## config.mk

```make
export PLATFORM = sky130hd
export DESIGN_NAME = bcwm_watch_mask
export DESIGN_NICKNAME = d
export VERILOG_FILES = /design/src/pkg/bcwm_pkg.sv /design/src/bcwm_change_gate.sv /design/src/bcwm_watch_mask.sv
export SDC_FILE = /design/constraint.sdc
export NUM_CORES = 1
export LEC_CHECK = 0
export ABC_AREA = 1
export BUFFER_PORTS_ARGS = -buffer_cell sky130_fd_sc_hd__buf_2
export CAP_MARGIN = 20
export CORE_UTILIZATION = 55
export DETAILED_ROUTE_END_ITERATION = 16
export GPL_TIMING_DRIVEN = 0
export PLACE_DENSITY = 0.87
export SKIP_LAST_GASP = 1
export SLEW_MARGIN = 10
export SYNTH_ARGS = -nofsm -noshare
export SYNTH_HDL_FRONTEND = slang
export SYNTH_SLANG_ARGS = --single-unit
```

## constraint.sdc

```tcl
create_clock -name sys_clk_i -period 3.45 [get_ports sys_clk_i]
set_input_delay 0.1725 -clock sys_clk_i [delete_from_list [all_inputs] [get_ports sys_clk_i]]
set_output_delay 0.1725 -clock sys_clk_i [all_outputs]
set_load 0.05 [all_outputs]
```

## src/pkg/bcwm_pkg.sv

```systemverilog
// package: constants and types of the block change watch mask
package bcwm_pkg;

    // =========================================================
    // geometry
    // =========================================================
    localparam int BCWM_BLOCKS = 64;
    localparam int BCWM_INDEX_W = 6;
    localparam int BCWM_ADDR_W = 12;
    localparam int BCWM_DATA_W = 32;
    localparam int BCWM_COUNT_W = 16;

    // =========================================================
    // register byte offsets
    // =========================================================
    localparam logic [11:0] BCWM_MASK_LO_OFFSET = 12'h430;
    localparam logic [11:0] BCWM_MASK_HI_OFFSET = 12'h434;
    localparam logic [11:0] BCWM_STATUS_OFFSET = 12'h438;
    localparam logic [11:0] BCWM_HIT_COUNT_OFFSET = 12'h43c;

    // =========================================================
    // status field positions
    // =========================================================
    localparam int BCWM_STATUS_INDEX_LSB = 0;
    localparam int BCWM_STATUS_SEEN_BIT = 8;
    localparam int BCWM_STATUS_MONITOR_BIT = 9;

    // =========================================================
    // reset values and the hit count limit
    // =========================================================
    localparam logic [63:0] BCWM_MASK_RESET = 64'h0;
    localparam logic [15:0] BCWM_COUNT_RESET = 16'h0;
    localparam logic [15:0] BCWM_COUNT_MAX = 16'hffff;

    // =========================================================
    // bus answers
    // =========================================================
    localparam logic [1:0] BCWM_RESP_OKAY = 2'h0;
    localparam logic [1:0] BCWM_RESP_SLVERR = 2'h2;

    // =========================================================
    // state machines
    // =========================================================
    typedef enum logic [1:0] {
        BCWM_WR_IDLE = 2'b01,
        BCWM_WR_RESP = 2'b10
    } bcwm_wr_state_type;

    typedef enum logic [1:0] {
        BCWM_RD_IDLE = 2'b01,
        BCWM_RD_DATA = 2'b10
    } bcwm_rd_state_type;

endpackage : bcwm_pkg

```

## src/bcwm_change_gate.sv

```systemverilog
// module: per-block gate of change events by the watch mask
`timescale 1ns/100ps
module bcwm_change_gate
    import bcwm_pkg::*;
(
    input wire logic sys_clk_i,
    input wire logic srst_i,
    input wire logic ce_i,
    input wire logic [63:0] watch_mask_i,
    input wire logic change_valid_i,
    input wire logic [5:0] change_index_i,
    output logic hit_o,
    output logic [5:0] hit_index_o,
    output logic hit_seen_o
);

    typedef struct packed {
        logic hit;
        logic [5:0] index;
        logic seen;
    } bcwm_gate_state_type;

    bcwm_gate_state_type r_reg;
    bcwm_gate_state_type r_next;

    // =========================================================
    // gate
    // =========================================================
    always_comb begin
        r_next = r_reg;
        if (ce_i) begin
            r_next.hit = 1'b0;
            if (change_valid_i && watch_mask_i[change_index_i]) begin
                r_next.hit = 1'b1;
                r_next.index = change_index_i;
                r_next.seen = 1'b1;
            end
        end
    end

    always_ff @(posedge sys_clk_i) begin
        if (srst_i) begin
            r_reg <= '0;
        end else begin
            r_reg <= r_next;
        end
    end

    assign hit_o = r_reg.hit;
    assign hit_index_o = r_reg.index;
    assign hit_seen_o = r_reg.seen;

endmodule : bcwm_change_gate

```

## src/bcwm_watch_mask.sv

```systemverilog
// module: watch mask register bank with an axi4-lite slave
`timescale 1ns/100ps
module bcwm_watch_mask
    import bcwm_pkg::*;
#(
    parameter int ADDR_W = BCWM_ADDR_W
) (
    input wire logic sys_clk_i,
    input wire logic srst_i,
    input wire logic ce_i,
    // axi4-lite write address
    input wire logic s_axi_awvalid_i,
    output logic s_axi_awready_o,
    input wire logic [ADDR_W-1:0] s_axi_awaddr_i,
    input wire logic [2:0] s_axi_awprot_i,
    // axi4-lite write data
    input wire logic s_axi_wvalid_i,
    output logic s_axi_wready_o,
    input wire logic [31:0] s_axi_wdata_i,
    input wire logic [3:0] s_axi_wstrb_i,
    // axi4-lite write response
    output logic s_axi_bvalid_o,
    input wire logic s_axi_bready_i,
    output logic [1:0] s_axi_bresp_o,
    // axi4-lite read address
    input wire logic s_axi_arvalid_i,
    output logic s_axi_arready_o,
    input wire logic [ADDR_W-1:0] s_axi_araddr_i,
    input wire logic [2:0] s_axi_arprot_i,
    // axi4-lite read data
    output logic s_axi_rvalid_o,
    input wire logic s_axi_rready_i,
    output logic [31:0] s_axi_rdata_o,
    output logic [1:0] s_axi_rresp_o,
    // shared memory side
    input wire logic memory_monitor_node_i,
    input wire logic change_valid_i,
    input wire logic [5:0] change_index_i,
    output logic [63:0] watch_mask_o,
    output logic watched_change_o,
    output logic [5:0] watched_index_o
);

    // =========================================================
    // state
    // =========================================================
    typedef struct packed {
        logic [63:0] mask;
        bcwm_wr_state_type wr_state;
        bcwm_rd_state_type rd_state;
        logic aw_held;
        logic [ADDR_W-1:0] aw_addr;
        logic w_held;
        logic [31:0] w_data;
        logic [3:0] w_strb;
        logic awready;
        logic wready;
        logic bvalid;
        logic [1:0] bresp;
        logic arready;
        logic rvalid;
        logic [31:0] rdata;
        logic [1:0] rresp;
        logic [15:0] hit_count;
        logic monitor;
    } bcwm_state_type;

    localparam bcwm_state_type STATE_RESET = '{
        mask: BCWM_MASK_RESET,
        wr_state: BCWM_WR_IDLE,
        rd_state: BCWM_RD_IDLE,
        aw_held: 1'b0,
        aw_addr: '0,
        w_held: 1'b0,
        w_data: '0,
        w_strb: '0,
        awready: 1'b1,
        wready: 1'b1,
        bvalid: 1'b0,
        bresp: BCWM_RESP_OKAY,
        arready: 1'b1,
        rvalid: 1'b0,
        rdata: '0,
        rresp: BCWM_RESP_OKAY,
        hit_count: BCWM_COUNT_RESET,
        monitor: 1'b0
    };

    bcwm_state_type r_reg;
    bcwm_state_type r_next;

    logic gate_hit;
    logic [5:0] gate_index;
    logic gate_seen;

    // =========================================================
    // helpers
    // =========================================================
    // word match on the aligned address; the low two bits are ignored
    function automatic logic addr_is(
        input logic [ADDR_W-1:0] addr,
        input logic [11:0] offset
    );
        logic [11:0] a12;
        a12 = 12'(addr);
        addr_is = (a12[11:2] == offset[11:2]);
    endfunction : addr_is

    // byte lanes of a write onto one 32-bit word
    function automatic logic [31:0] merge_strb(
        input logic [31:0] old_word,
        input logic [31:0] new_word,
        input logic [3:0] strb
    );
        logic [31:0] res;
        res = old_word;
        for (int i = 0; i < 4; i++) begin
            if (strb[i]) begin
                res[8*i +: 8] = new_word[8*i +: 8];
            end
        end
        merge_strb = res;
    endfunction : merge_strb

    // =========================================================
    // mask gate
    // =========================================================
    // mask selects detection
    bcwm_change_gate u_gate (
        .sys_clk_i(sys_clk_i),
        .srst_i(srst_i),
        .ce_i(ce_i),
        .watch_mask_i(r_reg.mask),
        .change_valid_i(change_valid_i),
        .change_index_i(change_index_i),
        .hit_o(gate_hit),
        .hit_index_o(gate_index),
        .hit_seen_o(gate_seen)
    );

    // =========================================================
    // next state
    // =========================================================
    always_comb begin
        logic do_write;
        logic count_clear;
        do_write = 1'b0;
        count_clear = 1'b0;
        r_next = r_reg;
        if (ce_i) begin
            // mode is only reported; the gate ignores it on purpose
            r_next.monitor = memory_monitor_node_i;

            // address and data may arrive in either order
            if (s_axi_awvalid_i && r_reg.awready) begin
                r_next.aw_held = 1'b1;
                r_next.aw_addr = s_axi_awaddr_i;
            end
            if (s_axi_wvalid_i && r_reg.wready) begin
                r_next.w_held = 1'b1;
                r_next.w_data = s_axi_wdata_i;
                r_next.w_strb = s_axi_wstrb_i;
            end

            case (r_reg.wr_state)
                BCWM_WR_IDLE: begin
                    if (r_next.aw_held && r_next.w_held) begin
                        do_write = 1'b1;
                        r_next.aw_held = 1'b0;
                        r_next.w_held = 1'b0;
                        r_next.bvalid = 1'b1;
                        r_next.wr_state = BCWM_WR_RESP;
                    end
                end
                BCWM_WR_RESP: begin
                    if (s_axi_bready_i) begin
                        r_next.bvalid = 1'b0;
                        r_next.wr_state = BCWM_WR_IDLE;
                    end
                end
                default: begin
                    r_next.wr_state = BCWM_WR_IDLE;
                end
            endcase

            if (do_write) begin
                r_next.bresp = BCWM_RESP_OKAY;
                if (addr_is(r_next.aw_addr, BCWM_MASK_LO_OFFSET)) begin
                    r_next.mask[31:0] = merge_strb(r_reg.mask[31:0],
                        r_next.w_data, r_next.w_strb);
                end else if (addr_is(r_next.aw_addr,
                        BCWM_MASK_HI_OFFSET)) begin
                    r_next.mask[63:32] = merge_strb(r_reg.mask[63:32],
                        r_next.w_data, r_next.w_strb);
                end else if (addr_is(r_next.aw_addr,
                        BCWM_STATUS_OFFSET)) begin
                    // status is read only; writes are dropped silently
                    r_next.bresp = BCWM_RESP_OKAY;
                end else if (addr_is(r_next.aw_addr,
                        BCWM_HIT_COUNT_OFFSET)) begin
                    count_clear = 1'b1;
                end else begin
                    r_next.bresp = BCWM_RESP_SLVERR;
                end
            end

            // one write at a time: no new beats while one is pending
            r_next.awready = (r_next.wr_state == BCWM_WR_IDLE) &&
                !r_next.aw_held;
            r_next.wready = (r_next.wr_state == BCWM_WR_IDLE) &&
                !r_next.w_held;

            case (r_reg.rd_state)
                BCWM_RD_IDLE: begin
                    if (s_axi_arvalid_i) begin
                        r_next.arready = 1'b0;
                        r_next.rvalid = 1'b1;
                        r_next.rresp = BCWM_RESP_OKAY;
                        r_next.rdata = 32'h0;
                        r_next.rd_state = BCWM_RD_DATA;
                        if (addr_is(s_axi_araddr_i,
                                BCWM_MASK_LO_OFFSET)) begin
                            r_next.rdata = r_reg.mask[31:0];
                        end else if (addr_is(s_axi_araddr_i,
                                BCWM_MASK_HI_OFFSET)) begin
                            r_next.rdata = r_reg.mask[63:32];
                        end else if (addr_is(s_axi_araddr_i,
                                BCWM_STATUS_OFFSET)) begin
                            r_next.rdata[BCWM_STATUS_INDEX_LSB +: 6] =
                                gate_index;
                            r_next.rdata[BCWM_STATUS_SEEN_BIT] =
                                gate_seen;
                            r_next.rdata[BCWM_STATUS_MONITOR_BIT] =
                                r_reg.monitor;
                        end else if (addr_is(s_axi_araddr_i,
                                BCWM_HIT_COUNT_OFFSET)) begin
                            r_next.rdata[15:0] = r_reg.hit_count;
                        end else begin
                            r_next.rresp = BCWM_RESP_SLVERR;
                        end
                    end
                end
                BCWM_RD_DATA: begin
                    if (s_axi_rready_i) begin
                        r_next.rvalid = 1'b0;
                        r_next.arready = 1'b1;
                        r_next.rd_state = BCWM_RD_IDLE;
                    end
                end
                default: begin
                    r_next.rd_state = BCWM_RD_IDLE;
                end
            endcase

            // a hit in the clearing cycle still counts: clear wins, the count restarts at 1
            if (count_clear) begin
                r_next.hit_count = gate_hit ? 16'h1 : BCWM_COUNT_RESET;
            end else if (gate_hit &&
                    r_reg.hit_count != BCWM_COUNT_MAX) begin
                r_next.hit_count = r_reg.hit_count + 16'h1;
            end
        end
    end

    // =========================================================
    // registers
    // =========================================================
    always_ff @(posedge sys_clk_i) begin
        if (srst_i) begin
            r_reg <= STATE_RESET;
        end else begin
            r_reg <= r_next;
        end
    end

    // =========================================================
    // outputs
    // =========================================================
    assign s_axi_awready_o = r_reg.awready;
    assign s_axi_wready_o = r_reg.wready;
    assign s_axi_bvalid_o = r_reg.bvalid;
    assign s_axi_bresp_o = r_reg.bresp;
    assign s_axi_arready_o = r_reg.arready;
    assign s_axi_rvalid_o = r_reg.rvalid;
    assign s_axi_rdata_o = r_reg.rdata;
    assign s_axi_rresp_o = r_reg.rresp;
    assign watch_mask_o = r_reg.mask;
    assign watched_change_o = gate_hit;
    assign watched_index_o = gate_index;

endmodule : bcwm_watch_mask

```

### Yosys cells after proc, flatten, opt, wreduce, memory -nomap -nowiden

Index checks and enable logic that the tools add are counted.

| cells by class | value |
|---|---|
| mux-type cells | 54 |
| bitwise operators | 1 |
| reductions and logical operators | 27 |
| add/sub/neg operators | 1 |
| equal/unequal tests | 18 |
| order comparisons | 1 |

Operators by type and width:

| operator | count |
|---|---|
| $eq A10 B9 Y1 const B | 8 |
| $mux W16 | 5 |
| $mux W37 | 2 |
| $mux W36 | 1 |
| $mux W2 | 16 |
| $mux W32 | 1 |
| $mux W13 | 2 |
| $reduce_and A4 Y1 | 6 |
| $reduce_and A5 Y1 | 4 |
| $mux W1 | 19 |
| $add A16 B1 Y16 const B | 1 |
| $ne A16 B16 Y1 const B | 1 |
| $mux W6 | 2 |
| $pmux W2 S2 | 3 |
| $mux W8 | 1 |
| $ne A2 B2 Y1 const B | 4 |
| $logic_and A1 B1 Y1 | 7 |
| $lt A6 B7 Y1 const B | 1 |
| $bmux W1 S6 | 1 |
| $eq A2 B1 Y1 const B | 3 |
| $reduce_and A2 Y1 | 3 |
| $reduce_and A3 Y1 | 2 |
| $reduce_bool A2 Y1 | 3 |
| $eq A2 B2 Y1 const B | 2 |
| 3 further kinds | 4 |

| storage, ports and cells | value |
|---|---|
| bits of input ports | 82 |
| flip-flop bits (word level) | 182 |
| output and inout bits | 112 |
| logic and storage cells | 130 |

### Longest topological paths before layout

| logic depth | value |
|---|---|
| word-level depth | 12 |
| depth in mapped cells | 15 |
| gate-level depth less buffers | 14 |

### Hierarchy

From an unflattened synthesis, not the netlist that was laid out.

| unflattened totals | value |
|---|---|
| cells, all modules | 1580 |
| area total of the unflattened synthesis | 10556.4 µm² |

By module, submodules not included:

| module | area each (µm²) | times used | seq. area each (µm²) | cells each |
|---|---|---|---|---|
| bcwm_watch_mask | 9535.4 | 1 | 3443.3 | 1385 |
| bcwm_change_gate | 1021.0 | 1 | 160.2 | 195 |

### Worst setup path before layout

OpenSTA, ideal clock, no wires.

| timing path | value |
|---|---|
| path type | flip-flop to flip-flop |
| from | register r_reg, in the netlist s_axi_awready_o |
| to | register r_reg, in the netlist watch_mask_o[56] |
| period minus slack after synthesis | 2.182 ns |
| stages on the path, launching flop included | 12 |
| path buffers | 2 |
| path slack | 1.268 ns |
| arrival | 2.062 ns |
| required time | 3.331 ns |
| library setup time | 0.119 ns |
| cell sequence | dfxtp_1 nand2_2 buf_6 nand2_4 inv_2 nor2_8 nand2_1 nor2_2 nand3b_1 buf_2 o21ai_0 a21oi_1 |

| on the way | value |
|---|---|
| longest elaborated chain between the ends | 8 |
| elaborated cells on any way between the ends | 11 |

Ends and longest elaborated chain:

| item | line | RTL |
|---|---|---|
| start: declaration | bcwm_watch_mask.sv:89 | `bcwm_state_type r_reg;` |
| start signal: assignment | bcwm_watch_mask.sv:272 | `r_reg <= r_next;` |
| $logic_and A1 B1 Y1 * | bcwm_watch_mask.sv:155 | `if (s_axi_awvalid_i && r_reg.awready) begin` |
| $mux W13 * | bcwm_watch_mask.sv:155 |  |
| $mux W13 * | bcwm_watch_mask.sv:150 | `if (ce_i) begin` |
| $logic_and A1 B1 Y1 | bcwm_watch_mask.sv:167 | `if (r_next.aw_held && r_next.w_held) begin` |
| $mux W1 | bcwm_watch_mask.sv:167 |  |
| $mux W1 | bcwm_watch_mask.sv:165 | `case (r_reg.wr_state)` |
| $mux W1 | bcwm_watch_mask.sv:150 |  |
| $reduce_and A5 Y1 (no source line) * | -- |  |

Mark *: on every way between the ends. The rest lies on a longest branch, timed or not. The select of a mux whose other input is x is not followed.
A chain may end at the register's enable or synchronous reset.

### Final worst setup path

| timing path | value |
|---|---|
| from | register r_reg, in the netlist s_axi_awready_o |
| to | register r_reg, in the netlist watch_mask_o[63] |

Same word-level chain as after synthesis.

==> results.yml <==
power:
  internal_power_mw: 3.63
  p_seq_share_pct: 42.8
  cellLeakagePower_nw: 5.89
  ir_drop_v: 0.000398
  power_frac_comb_pct: 19.0
  p_per_area_mw_per_mm2: 449
  switching_share_pct: 30.9
  p_sw_mw: 1.63
  pwr-share-clk_pct: 38.3
  power.total_mw: 5.26
placed_design:
  place_area_sq_mm: 0.0111
  dp.cells: 1859
  port_buffers: 177
  place.gp.congestion: 0.985
  place_hpwl_mm: 23.9
timing:
  tns_ps: 0
  min_period_over_period_pct: 69.1
  skew_ps: 11.8
  setup_violations: 0
  max_freq_ghz: 0.420
  worst_pin_slew_ps: 798
  report.final.slew_viol_count: 0
  slew_headroom_pct: 46.8
  whs_ps: 53.1
  fin_crit_ps: 2380
  grt_setup_unrepaired: "no"
  hold_violations: 0
floorplanning:
  fp.dieH_um: 136
  fp.dieW_um: 136
  initial_core_util_pct: 56.8
  die_area_sq_mm: 0.0186
  io_pins: 194
  rows: 48
  core_area_sq_mm: 0.0175
final_layout:
  layout.nets: 1738
  largest_reg_flops: 69
  final_area_sq_mm: 0.0117
  diodes: 0
  area_delta_synth_final_pct: 17.9
  stdcell_count: 1891
  drive_gt1_share_pct: 22.4
yosys:
  syn_area_per_cell_sq_um: 6.82
  ys_ff_latch: 180
  synth_area_sq_mm: 0.00993
  synth_seq_area_share_pct: 36.3
  synth-async-reset-ratio_pct: 0
  synth_warnings: 0
  syn_inst: 1456
  synth-main-ff-cell: "dfxtp_1"
  synth_enable_flop_cells: 0
  synth.distinct_cells: 45
setup_path:
  startpoint_type: "flip-flop"
  cp_max_fo: 10
  cp.arrival_ps: 2710
  critPathKind: "reg2reg"
  required_ps: 3780
  worstSetupEndpointType: "flip-flop"
route:
  ant_nets: 0
  postRouteWirelength_mm: 31.8
  firstDrtPassIters: 6
  drt_iter0_drc: 1323
  vias_per_cell: 5.55
  via_count: 10503
  wire_per_inst_um: 16.8
  drc_errors: 0
clock_network:
  htreeDepth: 4
  cts_hold_buf: 0
  cts_setup_buffers: 0
  cts_buffers: 17
  path_clk_slew_ps: 70
  post_cts_resize_count: 0
  cts_buffer_depth: 2
  clkLatencyLatePin_ps: 450
  tritoncts: "built"
  cts_sinks: 180
  cts_root_buf: "clkbuf_16"
grt:
  antenna_found_initial: 0
  grt_pass1_vias: 9353
  grt_pass1_wl_mm: 49.0
  grt_use_total_pct: 34.7
  grt_max_degree: 17
  overflow: 0
flow_run:
  cap_violations: 0
run_status:
  status: "finished, final reports clean"
worst_hold_path:
  hp-class: "in2reg"
[per-layer routing]
layer | vias up | share of wire (%) | global-route usage, %
met4 | 0 | 2.9 | 12.8
met1 | 4788 | 41 | 46.0
met2 | 646 | 45 | 55.5
met3 | 91 | 11 | 7.16
met5 | - | 0 | 0
li1 | 4978 | - | -
[layout by cell type (no fill, tap or decap), types with 3 or more instances in the layout]
master,n
buf_2,194
o211ai_1,23
nand3b_1,4
inv_2,4
clkbuf_1,47
nand2_2,8
o21ai_2,3
nor2_1,65
a41oi_1,8
clkbuf_16,17
nor3b_1,13
o21ai_0,169
inv_1,249
o21ai_1,5
a31oi_1,8
clkinvlp_4,4
buf_1,7
dfxtp_1,180
nor3_1,5
nand2_4,4
ha_1,3
clkbuf_8,4
nor2_2,3
nand4_1,9
buf_6,7
o221ai_1,16
nand3_1,82
a21oi_1,125
a21oi_2,6
buf_4,100
nor3b_2,4
nand2_1,260
[kinds of logic (layout without fill, tap and decap cells)]
group                      count (synthesis)  after routing  synth area share (%)
xor gates and xnor gates                   2              2                 0.176
buffers and inverters                    433            642                  20.9
and+or+nand+nor                          467            467                  21.4
muxes                                      2              2                 0.202
AOI/OAI and AO/OA                        368            368                  20.6
DFF                                      180            180                  36.3
other                                      1              2                0.0377
adders and majority gates                  3              3                 0.378
[per-stage QoR]
| step | setup WS [ps] | util, % |
|---|---|---|
| final | 1070 | 67.0 |
| after global routing | 929 | 67.0 |
| after CTS | 1090 | 67.0 |
| after detailed placement | 1110 | 63.5 |
| after global placement | 1150 | 63.5 |
| after floorplan | 1270 | - |
[area by class of cell]
cell class	count	area [sq um]
buffer	177	1110
clock buffer	22	484
clock inverter	10	121
fill	1528	5770
inverter	256	962
multi-input combinational	844	4260
sequential	180	3600
tap	225	282
timing repair buffer	177	886
[cells in the mapped netlist (4+ instances only)]
library cell	instances	area [sq um]
o21ai_0	169	846
o21ai_1	5	25.0
inv_2	4	15.0
a21oi_1	125	626
o221ai_1	16	140
inv_1	249	935
clkbuf_1	46	173
buf_1	7	26.3
nand2_4	4	45.0
a41oi_1	8	70.1
o211ai_1	23	173
buf_2	17	85.1
nand4_1	9	56.3
a21oi_2	6	52.6
nand2_2	8	50.1
nor3_1	5	25.0
dfxtp_1	180	3600
nor3b_2	4	50.1
nor3b_1	13	97.6
nand3_1	82	410
buf_4	100	751
buf_6	7	78.8
nor2_1	65	244
a31oi_1	8	50.1
nand3b_1	4	30.0
nand2_1	260	976
[critical path, cell delays in order (launching register included)]
cell and delay, ps:
dfxtp_1 390, nand2_2 140, inv_2 110, o21ai_0 100
nor2_1 260, nand2_1 180, nor2_2 190, nand3b_1 350
buf_2 320, o21ai_0 160, a21oi_1 60
[power groups by stage]
| stage | Combinational [mW] | Clock [mW] | Sequential, mW |
|---|---|---|---|
| after floorplan | 0.679 | 0 | 2.31 |
| after detailed placement | 0.972 | 0 | 2.29 |
| after global routing | 1.08 | 2.08 | 2.25 |
| after global placement | 0.950 | 0 | 2.29 |
| final | 0.997 | 2.01 | 2.25 |
| after CTS | 0.979 | 1.99 | 2.25 |
[worst paths after layout]
path                startpoint                     to  slack, ps  cells past startpoint
min             change_valid_i  u_gate.hit_index_o[5]         50                      4
max reg2reg    s_axi_awready_o       watch_mask_o[63]       1070                     10
max            s_axi_awready_o       watch_mask_o[63]       1070                     10
min reg2reg  u_gate.hit_seen_o      u_gate.hit_seen_o        460                      2
No activity file was read; power rests on OpenSTA's default activity.
